## src/rtl/port_pkg.sv

```systemverilog
package port_pkg;

  // ----------------------------------------------------------------
  // widths
  // ----------------------------------------------------------------
  localparam int PORT_W = 8;

  // ----------------------------------------------------------------
  // data-memory locations of the two ports
  // ----------------------------------------------------------------
  localparam logic [7:0] WAKE_DATA_ADDR = 8'hd0;
  localparam logic [7:0] WAKE_CFG_ADDR = 8'hd1;
  localparam logic [7:0] WAKE_PIN_ADDR = 8'hd2;
  localparam logic [7:0] CTRL_DATA_ADDR = 8'hd4;
  localparam logic [7:0] CTRL_CFG_ADDR = 8'hd5;
  localparam logic [7:0] CTRL_PIN_ADDR = 8'hd6;

  // ----------------------------------------------------------------
  // values after reset
  // ----------------------------------------------------------------
  localparam logic [7:0] CFG_RESET = 8'h00;
  localparam logic [7:0] DATA_RESET = 8'h00;
  localparam logic [7:0] READ_IDLE = 8'h00;

  // ----------------------------------------------------------------
  // wake port bit positions
  // ----------------------------------------------------------------
  localparam int WAKE_EXT_CLK_BIT = 1;
  localparam int WAKE_TX_BIT = 2;
  localparam int WAKE_RX_BIT = 3;
  localparam int WAKE_T2A_BIT = 4;
  localparam int WAKE_T2B_BIT = 5;
  localparam int WAKE_T3A_BIT = 6;
  localparam int WAKE_T3B_BIT = 7;

  // ----------------------------------------------------------------
  // control port bit positions
  // ----------------------------------------------------------------
  localparam int CTRL_INTR_BIT = 0;
  localparam int CTRL_FAULT_BIT = 1;
  localparam int CTRL_IDLE_BIT = 6;
  localparam int CTRL_HALT_BIT = 7;
  localparam int CTRL_ALT_SK_BIT = 6;
  localparam int CTRL_DELAY_BIT = 7;
  localparam logic [7:0] CTRL_DATA_READ_MASK = 8'h3f;

  // ----------------------------------------------------------------
  // power modes
  // ----------------------------------------------------------------
  typedef enum logic [1:0] {
    MODE_RUN = 2'b00,
    MODE_IDLE = 2'b01,
    MODE_HALT = 2'b10
  } power_mode_t;

endpackage : port_pkg

```

## src/rtl/port_pad_if.sv

```systemverilog
`timescale 1ns/100ps
interface port_pad_if;
  import port_pkg::*;
  logic [PORT_W-1:0] cfg;
  logic [PORT_W-1:0] dat;
  logic [PORT_W-1:0] oe;
  logic [PORT_W-1:0] out;
  logic [PORT_W-1:0] pu;
  modport owner (output cfg, output dat, input oe, input out, input pu);
  modport pad (input cfg, input dat, output oe, output out, output pu);
endinterface : port_pad_if

```

## src/rtl/port_sync.sv

```systemverilog
`timescale 1ns/100ps
module port_sync #(
  parameter int W = 8
) (
  input wire logic ref_clk,
  input wire logic rst,
  input wire logic [W-1:0] d,
  output logic [W-1:0] q
);
  logic [W-1:0] meta;

  if (W < 1) begin : g_check
    $error("port_sync width must be at least one");
  end

  // first stage feeds only the second stage
  always_ff @(posedge ref_clk or posedge rst) begin
    if (rst) begin
      meta <= '0;
      q <= '0;
    end else begin
      meta <= d;
      q <= meta;
    end
  end
endmodule : port_sync

```

## src/rtl/port_pad_ctrl.sv

```systemverilog
`timescale 1ns/100ps
module port_pad_ctrl (
  port_pad_if.pad pads
);
  import port_pkg::*;

  // ----------------------------------------------------------------
  // per-pin mode decode from configuration and data bits
  // ----------------------------------------------------------------
  for (genvar i = 0; i < PORT_W; i++) begin : g_pin
    always_comb begin
      pads.oe[i] = pads.cfg[i];
      pads.out[i] = pads.cfg[i] & pads.dat[i];
      pads.pu[i] = ~pads.cfg[i] & pads.dat[i];
    end
  end
endmodule : port_pad_ctrl

```

## src/rtl/port_config_and_power_mode_bits.sv

```systemverilog
`timescale 1ns/100ps
module port_config_and_power_mode_bits #(
  parameter bit HAS_TIMER3 = 1'b1
) (
  input wire logic ref_clk,
  input wire logic rst,
  // memory-mapped access
  input wire logic [7:0] mem_addr,
  input wire logic mem_wr,
  input wire logic mem_rd,
  input wire logic [7:0] mem_wdata,
  output logic [7:0] mem_rdata,
  // wake port pins
  input wire logic [port_pkg::PORT_W-1:0] wake_pin_in,
  output logic [port_pkg::PORT_W-1:0] wake_pin_out,
  output logic [port_pkg::PORT_W-1:0] wake_pin_oe,
  output logic [port_pkg::PORT_W-1:0] wake_pin_pullup,
  // control port pins
  input wire logic [port_pkg::PORT_W-1:0] ctrl_pin_in,
  output logic [port_pkg::PORT_W-1:0] ctrl_pin_out,
  output logic [port_pkg::PORT_W-1:0] ctrl_pin_oe,
  output logic [port_pkg::PORT_W-1:0] ctrl_pin_pullup,
  // oscillator option strap and clock pins
  input wire logic crystal_option,
  input wire logic oscillator_clock_out,
  output logic oscillator_clock_in_pullup,
  output logic oscillator_stop,
  output logic wake_start_delay_enable,
  // wake-up sources and power mode
  input wire logic wake_request,
  input wire logic idle_wake,
  output logic [port_pkg::PORT_W-1:0] multi_input_wakeup,
  output port_pkg::power_mode_t power_mode,
  output logic halt_mode,
  output logic idle_mode,
  // alternate functions
  input wire logic serial_link_tx,
  input wire logic serial_link_tx_en,
  output logic serial_link_ext_clock,
  output logic serial_link_rx,
  output logic timer2_input_a,
  output logic timer2_input_b,
  output logic timer3_input_a,
  output logic timer3_input_b,
  output logic ext_interrupt_level,
  output logic sync_serial_clock_alt,
  input wire logic fault_monitor_output
);
  import port_pkg::*;

  // ----------------------------------------------------------------
  // declarations
  // ----------------------------------------------------------------
  logic [7:0] wake_cfg;
  logic [7:0] wake_dat;
  logic [7:0] ctrl_cfg;
  logic [5:0] ctrl_dat;
  logic [7:0] wake_lvl;
  logic [7:0] wake_lvl_prev;
  logic [7:0] ctrl_lvl;
  logic ctrl7_prev;
  logic crystal_sel;
  logic g7_rise;
  logic halt_write;
  logic idle_write;
  logic [7:0] next_rdata;
  power_mode_t next_mode;

  port_pad_if wake_pads ();
  port_pad_if ctrl_pads ();

  // ----------------------------------------------------------------
  // elaboration check
  // ----------------------------------------------------------------
  if ((PORT_W != 8) || (CTRL_HALT_BIT != PORT_W - 1)) begin : g_check
    $error("port logic is built for eight-bit ports only");
  end

  // ----------------------------------------------------------------
  // input synchronisers
  // ----------------------------------------------------------------
  port_sync #(
    .W(PORT_W)
  ) u_wake_sync (
    .ref_clk(ref_clk),
    .rst(rst),
    .d(wake_pin_in),
    .q(wake_lvl)
  );

  port_sync #(
    .W(PORT_W)
  ) u_ctrl_sync (
    .ref_clk(ref_clk),
    .rst(rst),
    .d(ctrl_pin_in),
    .q(ctrl_lvl)
  );

  // strap followed at all times through its own synchroniser, held low during reset
  port_sync #(
    .W(1)
  ) u_strap_sync (
    .ref_clk(ref_clk),
    .rst(rst),
    .d(crystal_option),
    .q(crystal_sel)
  );

  // ----------------------------------------------------------------
  // write decode
  // ----------------------------------------------------------------
  always_comb begin
    halt_write = mem_wr && (mem_addr == CTRL_DATA_ADDR)
                 && mem_wdata[CTRL_HALT_BIT];
    idle_write = mem_wr && (mem_addr == CTRL_DATA_ADDR)
                 && mem_wdata[CTRL_IDLE_BIT];
  end

  // ----------------------------------------------------------------
  // wake port registers
  // ----------------------------------------------------------------
  always_ff @(posedge ref_clk or posedge rst) begin
    if (rst) begin
      wake_cfg <= CFG_RESET;
      wake_dat <= DATA_RESET;
    end else if (mem_wr) begin
      if (mem_addr == WAKE_CFG_ADDR) begin
        wake_cfg <= mem_wdata;
      end
      if (mem_addr == WAKE_DATA_ADDR) begin
        wake_dat <= mem_wdata;
      end
    end
  end

  // ----------------------------------------------------------------
  // control port registers
  // ----------------------------------------------------------------
  always_ff @(posedge ref_clk or posedge rst) begin
    if (rst) begin
      ctrl_cfg <= CFG_RESET;
      ctrl_dat <= DATA_RESET[5:0];
    end else if (mem_wr) begin
      if (mem_addr == CTRL_CFG_ADDR) begin
        ctrl_cfg <= mem_wdata;
      end
      // bits 6 and 7 are mode commands, not stored
      if (mem_addr == CTRL_DATA_ADDR) begin
        ctrl_dat <= mem_wdata[5:0];
      end
    end
  end

  // ----------------------------------------------------------------
  // read port
  // ----------------------------------------------------------------
  always_comb begin
    next_rdata = READ_IDLE;
    case (mem_addr)
      WAKE_CFG_ADDR: next_rdata = wake_cfg;
      WAKE_DATA_ADDR: next_rdata = wake_dat;
      WAKE_PIN_ADDR: next_rdata = wake_lvl;
      CTRL_CFG_ADDR: next_rdata = ctrl_cfg;
      CTRL_DATA_ADDR: next_rdata = {2'b00, ctrl_dat}
                                   & CTRL_DATA_READ_MASK;
      CTRL_PIN_ADDR: next_rdata = ctrl_lvl;
      default: next_rdata = READ_IDLE;
    endcase
  end

  always_ff @(posedge ref_clk or posedge rst) begin
    if (rst) begin
      mem_rdata <= READ_IDLE;
    end else if (mem_rd) begin
      mem_rdata <= next_rdata;
    end
  end

  // ----------------------------------------------------------------
  // pad mode decode
  // ----------------------------------------------------------------
  always_comb begin
    wake_pads.cfg = wake_cfg;
    wake_pads.dat = wake_dat;
    ctrl_pads.cfg = ctrl_cfg;
    ctrl_pads.dat = {2'b00, ctrl_dat};
  end

  port_pad_ctrl u_wake_pad (
    .pads(wake_pads)
  );

  port_pad_ctrl u_ctrl_pad (
    .pads(ctrl_pads)
  );

  // ----------------------------------------------------------------
  // wake port pins with serial transmit override
  // ----------------------------------------------------------------
  always_comb begin
    wake_pin_oe = wake_pads.oe;
    wake_pin_out = wake_pads.out;
    wake_pin_pullup = wake_pads.pu;
    if (serial_link_tx_en) begin
      wake_pin_oe[WAKE_TX_BIT] = 1'b1;
      wake_pin_out[WAKE_TX_BIT] = serial_link_tx;
      wake_pin_pullup[WAKE_TX_BIT] = 1'b0;
    end
  end

  // ----------------------------------------------------------------
  // control port pins with dedicated bits
  // ----------------------------------------------------------------
  always_comb begin
    ctrl_pin_oe = ctrl_pads.oe;
    ctrl_pin_out = ctrl_pads.out;
    ctrl_pin_pullup = ctrl_pads.pu;
    // fixed output, data register has no say
    ctrl_pin_oe[CTRL_FAULT_BIT] = 1'b1;
    ctrl_pin_out[CTRL_FAULT_BIT] = fault_monitor_output;
    ctrl_pin_pullup[CTRL_FAULT_BIT] = 1'b0;
    // input only
    ctrl_pin_oe[CTRL_IDLE_BIT] = 1'b0;
    ctrl_pin_out[CTRL_IDLE_BIT] = 1'b0;
    ctrl_pin_pullup[CTRL_IDLE_BIT] = 1'b0;
    // clock out or plain input by oscillator option
    ctrl_pin_oe[CTRL_HALT_BIT] = crystal_sel;
    ctrl_pin_out[CTRL_HALT_BIT] = crystal_sel
                                  & oscillator_clock_out;
    ctrl_pin_pullup[CTRL_HALT_BIT] = 1'b0;
  end

  // ----------------------------------------------------------------
  // edge detection on synchronised levels
  // ----------------------------------------------------------------
  always_ff @(posedge ref_clk or posedge rst) begin
    if (rst) begin
      wake_lvl_prev <= '0;
      ctrl7_prev <= 1'b0;
    end else begin
      wake_lvl_prev <= wake_lvl;
      ctrl7_prev <= ctrl_lvl[CTRL_HALT_BIT];
    end
  end

  always_comb begin
    multi_input_wakeup = wake_lvl ^ wake_lvl_prev;
    g7_rise = ~crystal_sel & ctrl_lvl[CTRL_HALT_BIT]
              & ~ctrl7_prev;
  end

  // ----------------------------------------------------------------
  // power mode state
  // ----------------------------------------------------------------
  always_comb begin
    next_mode = power_mode;
    case (power_mode)
      MODE_RUN: begin
        if (halt_write) begin
          next_mode = MODE_HALT;
        end else if (idle_write) begin
          next_mode = MODE_IDLE;
        end
      end
      MODE_IDLE: begin
        if (halt_write) begin
          next_mode = MODE_HALT;
        end else if (idle_wake || wake_request) begin
          next_mode = MODE_RUN;
        end
      end
      MODE_HALT: begin
        if (g7_rise || wake_request) begin
          next_mode = MODE_RUN;
        end
      end
      default: next_mode = MODE_RUN;
    endcase
  end

  always_ff @(posedge ref_clk or posedge rst) begin
    if (rst) begin
      power_mode <= MODE_RUN;
    end else begin
      power_mode <= next_mode;
    end
  end

  always_comb begin
    halt_mode = (power_mode == MODE_HALT);
    idle_mode = (power_mode == MODE_IDLE);
    oscillator_stop = halt_mode;
    oscillator_clock_in_pullup = halt_mode & crystal_sel;
  end

  // ----------------------------------------------------------------
  // option bits in the control configuration register
  // ----------------------------------------------------------------
  always_comb begin
    sync_serial_clock_alt = ctrl_cfg[CTRL_ALT_SK_BIT];
    wake_start_delay_enable = ~crystal_sel
                              & ctrl_cfg[CTRL_DELAY_BIT];
  end

  // ----------------------------------------------------------------
  // alternate function inputs
  // ----------------------------------------------------------------
  // levels pass two flops, so a level held one cycle is seen
  always_comb begin
    serial_link_ext_clock = wake_lvl[WAKE_EXT_CLK_BIT];
    serial_link_rx = wake_lvl[WAKE_RX_BIT];
    timer2_input_a = wake_lvl[WAKE_T2A_BIT];
    timer2_input_b = wake_lvl[WAKE_T2B_BIT];
    timer3_input_a = HAS_TIMER3 & wake_lvl[WAKE_T3A_BIT];
    timer3_input_b = HAS_TIMER3 & wake_lvl[WAKE_T3B_BIT];
    ext_interrupt_level = ctrl_lvl[CTRL_INTR_BIT];
  end

endmodule : port_config_and_power_mode_bits

```

## config.mk

```make
export PLATFORM = sky130hd
export DESIGN_NAME = port_config_and_power_mode_bits
export DESIGN_NICKNAME = d
export VERILOG_FILES = /design/src/rtl/port_pkg.sv /design/src/rtl/port_pad_if.sv /design/src/rtl/port_sync.sv /design/src/rtl/port_pad_ctrl.sv /design/src/rtl/port_config_and_power_mode_bits.sv
export SDC_FILE = /design/constraint.sdc
export NUM_CORES = 1
export LEC_CHECK = 0
export BUFFER_PORTS_ARGS = -buffer_cell sky130_fd_sc_hd__clkbuf_2
export CELL_PAD_IN_SITES_DETAIL_PLACEMENT = 0
export CELL_PAD_IN_SITES_GLOBAL_PLACEMENT = 1
export CORE_UTILIZATION = 39
export DETAILED_ROUTE_END_ITERATION = 10
export PLACE_DENSITY = 0.78
export RECOVER_POWER = 25
export SLEW_MARGIN = 10
export SYNTH_ARGS = -nofsm -noshare
export SYNTH_HDL_FRONTEND = slang
export SYNTH_HIERARCHICAL = 1
export SYNTH_SLANG_ARGS = --single-unit
```

## constraint.sdc

```tcl
create_clock -name ref_clk -period 1.7 [get_ports ref_clk]
set_input_delay 0.255 -clock ref_clk [delete_from_list [all_inputs] [get_ports ref_clk]]
set_output_delay 0.255 -clock ref_clk [all_outputs]
set_load 0.005 [all_outputs]
```

# Word-level counts from Yosys, hierarchy flattened
# Index checks and enable logic that the tools add are counted.
# word_totals
register_bits	83
input_bits	43
wordCells	93
# classes
n_eq_ne	11
n_mux	10
n_bitwise	47
n_reduce_logical	11
# ops
cell	count
8-bit == test (second input constant)	6
8-bit one-hot mux with 6 select lines	1
1-bit AND	31
1-bit inverter	15
2-bit two-way mux	5
2-bit AND reduction	4
8-bit bitwise XOR	1
2-bit one-hot mux with 3 select lines	1
1-bit logical AND	3
1-bit two-way mux	3
3-bit by 1-bit != test with 1-bit output (second input constant)	1
3-bit != test (second input constant)	1
3-bit AND reduction	1
2-bit by 1-bit == test with 1-bit output (second input constant)	1
2-bit == test (second input constant)	1
2-bit logical NOT	1
1-bit logical OR	2
2-bit by 1-bit != test with 1-bit output (second input constant)	1

# Longest topological paths before layout
# depth
depth_word	6
depth_mapped	6

# Modules after synthesis
# The synthesis kept the hierarchy.
# by_module_without_submodules
mod	instances	cells_each	area_per_inst_um2	seq_area_each_um2
port_config_and_power_mode_bits	1	185	2416.1	1226.2
port_sync (u_ctrl_sync ...)	2	17	404.1	400.4
port_pad_ctrl	2	24	160.2	0.0
port_sync (u_strap_sync)	1	3	53.8	50.0

# Worst setup path before layout
# No wires, ideal clock.
# synth_timing
kind	input-to-reg
startpoint	input port mem_addr[1]
endpoint	register mem_rdata[0]
setup_ns	0.140
t_arrival_ns	1.310
required_ns	1.560
setup_slack_ns	0.250
cell_stages	5
path_buffers	2
cell_sequence	buf_2 -> buf_2 -> mux2_2 -> a221oi_1 -> o32ai_1
# synth_between
elab_chain_len	2
elab_cells_between_ends	7
# synth_lines
element	line	text
from (decl)	port_config_and_power_mode_bits.sv:8	input wire logic [7:0] mem_addr,
8-bit == test	port_config_and_power_mode_bits.sv:160	case (mem_addr)
8-bit one-hot mux with 6 select lines *	port_config_and_power_mode_bits.sv:160	
to (signal assigned)	port_config_and_power_mode_bits.sv:176	mem_rdata <= next_rdata;
to (decl)	port_config_and_power_mode_bits.sv:12	output logic [7:0] mem_rdata,
# Every way passes the cells marked *; elsewhere a longest branch is shown, timed or not.
# A chain may end at the register's enable or synchronous reset.

# Worst setup path after layout
# layout_timing
startpoint	register wake_cfg[2]
endpoint	output port wake_pin_out[2] in the netlist's numbering
# layout_between
elab_chain_len	2
# layout_lines
element	line	text
from (decl)	port_config_and_power_mode_bits.sv:54	logic [7:0] wake_cfg;
from (signal assigned)	port_config_and_power_mode_bits.sv:129	wake_cfg <= mem_wdata;
1-bit AND	port_pad_ctrl.sv:13	pads.out[i] = pads.cfg[i] & pads.dat[i];
net wake_pads.out[2]	port_pad_if.sv:7	logic [PORT_W-1:0] out;
1-bit two-way mux	port_config_and_power_mode_bits.sv:205	if (serial_link_tx_en) begin
to (decl)	port_config_and_power_mode_bits.sv:15	output logic [port_pkg::PORT_W-1:0] wake_pin_out,
# The timed path passes the listed nets, and every way through them passes these cells.

==> metrics.csv <==
stage,metric,value,unit
logic_synthesis,yosys_warnings,6,
global_routing,antenna_found_initial,0,
sta,fin_worst_skew,7.08,ps
global_routing,grt_pass1_wl,12800,um
sta,setup_viol,0,
die,ioPinCount,122,
cts,path_clk_slew,80,ps
cts,cts_max_level,3,
setup_path,arrival,1290,ps
die,core,8760,um^2
setup_path,critical_path_required,1440,ps
min_path,min_from,wake_pin_in[2],
die,die_x,97.3,um
sta,max_freq,647,MHz
cts,post-cts-setup-buffers,0,
logic_synthesis,avgSynthCellArea,13.6,um^2
cells_and_area,seq_area,2080,um^2
global_routing,grt_usage,17.6,%
cts,hold_buffers,16,
setup_path,cp-end-kind,primary output,
cts,cts_tree,yes,
setup_path,reg2reg_setup_slack,390,ps
cells_and_area,final_cell_mix,"clkbuf_2, dfrtp_1, mux2_2, nor2b_1",
sta,post-route-period-util,90.9,%
detailed_routing,drc,0,
setup_path,ff2ff_path_depth,3,
pwr,vdd_drop_max,0.349,mV
place,dp_hpwl,5700,um
cells_and_area,final-instance-count-excl-fill,499,
min_path,min_delay_path_depth,1,
global_routing,grt_pass1_vias,2488,
min_path,hold_path_end,u_wake_sync/meta[2],
setup_path,path_max_fanout,5,
cts,cts_sinks,83,
run,drv_cap,0,
die,rows,34,
setup_path,r2r_start,u_wake_sync/q[5],
cells_and_area,final_common_cell,clkbuf_2,
detailed_routing,wl,7800,um
outcome,outcome,"finished, final reports clean",
setup_path,crit_family,flip-flops,
logic_synthesis,syn_area,3540,um^2
logic_synthesis,synthCells,261,
cts,cts_buffers,9,
place,dp_cells,467,
detailed_routing,vias,2407,
setup_path,path_buf_inv,1,
setup_path,cpMaxStageDelayCell,dfrtp_1,
setup_path,cp_cell_sequence,and2_1 > mux2_2 > clkbuf_2,
sta,fin_setup_tns,0,ps
sta,rsz0062_at_grt,no,
cts,insertion_delay,350,ps
cells_and_area,nNetsFinal,429,
detailed_routing,ant_nets,0,
sta,final_hold_viol_count,0,
detailed_routing,drtIter0Drc,69,
detailed_routing,firstDrtPassIters,4,
cells_and_area,antenna_cells,0,
sta,fin_crit,1550,ps
global_routing,grt_max_degree,21,
place,place_congestion,0.791,
setup_path,r2r-end,mem_rdata[5],
place,port_buffers,113,
setup_path,start_kind,register,
cells_and_area,nFillCells,810,
pwr,powerDensity,875,nW/um^2
cts,cts_buffer_depth,2,
die,die_h,97.3,um
detailed_routing,viasPerCell,4.82,
global_routing,overflow,0,
setup_path,slowest_delay,410,ps
pwr,leakage,0.00231,uW
cts,cts_root_buf,clkbuf_8,
sta,maxSlewHeadroom,48.7,%
die,die_area,9460,um^2
min_path,hp-class,input port to register,
detailed_routing,wl_per_cell,15.6,um
cells_and_area,multi_input_area,1210,um^2
die,start_util,40.4,%
cts,cts.repair.resized,0,
sta,drv_slew,0,
cells_and_area,synthToLayoutAreaGrowth,26.8,%
setup_path,critical_path_class,register to primary output,
sta,worst_pin_slew,769,ps
cells_and_area,drive_above_1_share,48.3,%
report_power, final:
group	leakage (uW)	total (uW)	switching (uW)	internal, uW
Sequential	0.00105	2120	65.0	2060
Combinational	0.00115	387	186	202
Clock	0.000102	1410	695	718
Total	0.00231	3930	946	2980
per-layer routing:
metal  GRT usage, %  wire, um  part of all wire, %
met1           23.5      3500                   45
met2           28.7      3850                   49
met3           4.46       394                  5.0
met4           4.41        59                 0.76
met5              0         0                    0
sequential cells by signal, indices dropped and copies added (netlist names):
signal	cells
ctrl_cfg	8
mem_rdata	8
u_ctrl_sync/meta	8
u_ctrl_sync/q	8
u_wake_sync/meta	8
u_wake_sync/q	8
wake_cfg	8
wake_dat	8
wake_lvl_prev	8
ctrl_dat	6
power_mode	2
ctrl7_prev	1
u_strap_sync/meta	1
u_strap_sync/q	1
worst max path at each step:
stage / cells after the start / from / end / slack, ps
2_1_floorplan: 5 / mem_addr[1] / mem_rdata[0] / 250
3_3_place_gp: 5 / mem_addr[5] / wake_cfg[6] / 10
6_report: 3 / wake_cfg[2] / wake_pin_out[2] / 150
5_1_grt: 3 / wake_cfg[2] / wake_pin_out[2] / 90
4_1_cts: 3 / wake_cfg[2] / wake_pin_out[2] / 130
3_5_place_dp: 5 / mem_addr[5] / wake_cfg[0] / -30
worst reg2reg max path, cell delays in order (launching register included):
cell	delay, ps
dfrtp_1	430
mux4_2	470
a22oi_1	200
o22ai_1	90
area by class of cell:
cell class	count	share of cell area, %
well taps	108	3.01
multi-input cells	137	27.0
clock inverters	6	1.45
inverters	15	1.25
flip-flops and latches	83	46.3
clock buffers	10	3.07
repair buffers	140	18.0
per-stage QoR:
step	setup slack (ps)	util [%]	instance area (um^2)	hold slack [ps]	power [uW]
floorplan	250	-	3550	-3.82	2370
global placement	14.4	47.1	4130	144	2520
detailed placement	-28.6	47.1	4130	154	2530
CTS	126	51.2	4490	6.96	3980
global route	87.4	51.2	4490	2.68	4120
finish	155	51.2	4490	20.5	3930
(Power assumes the default switching activity.)
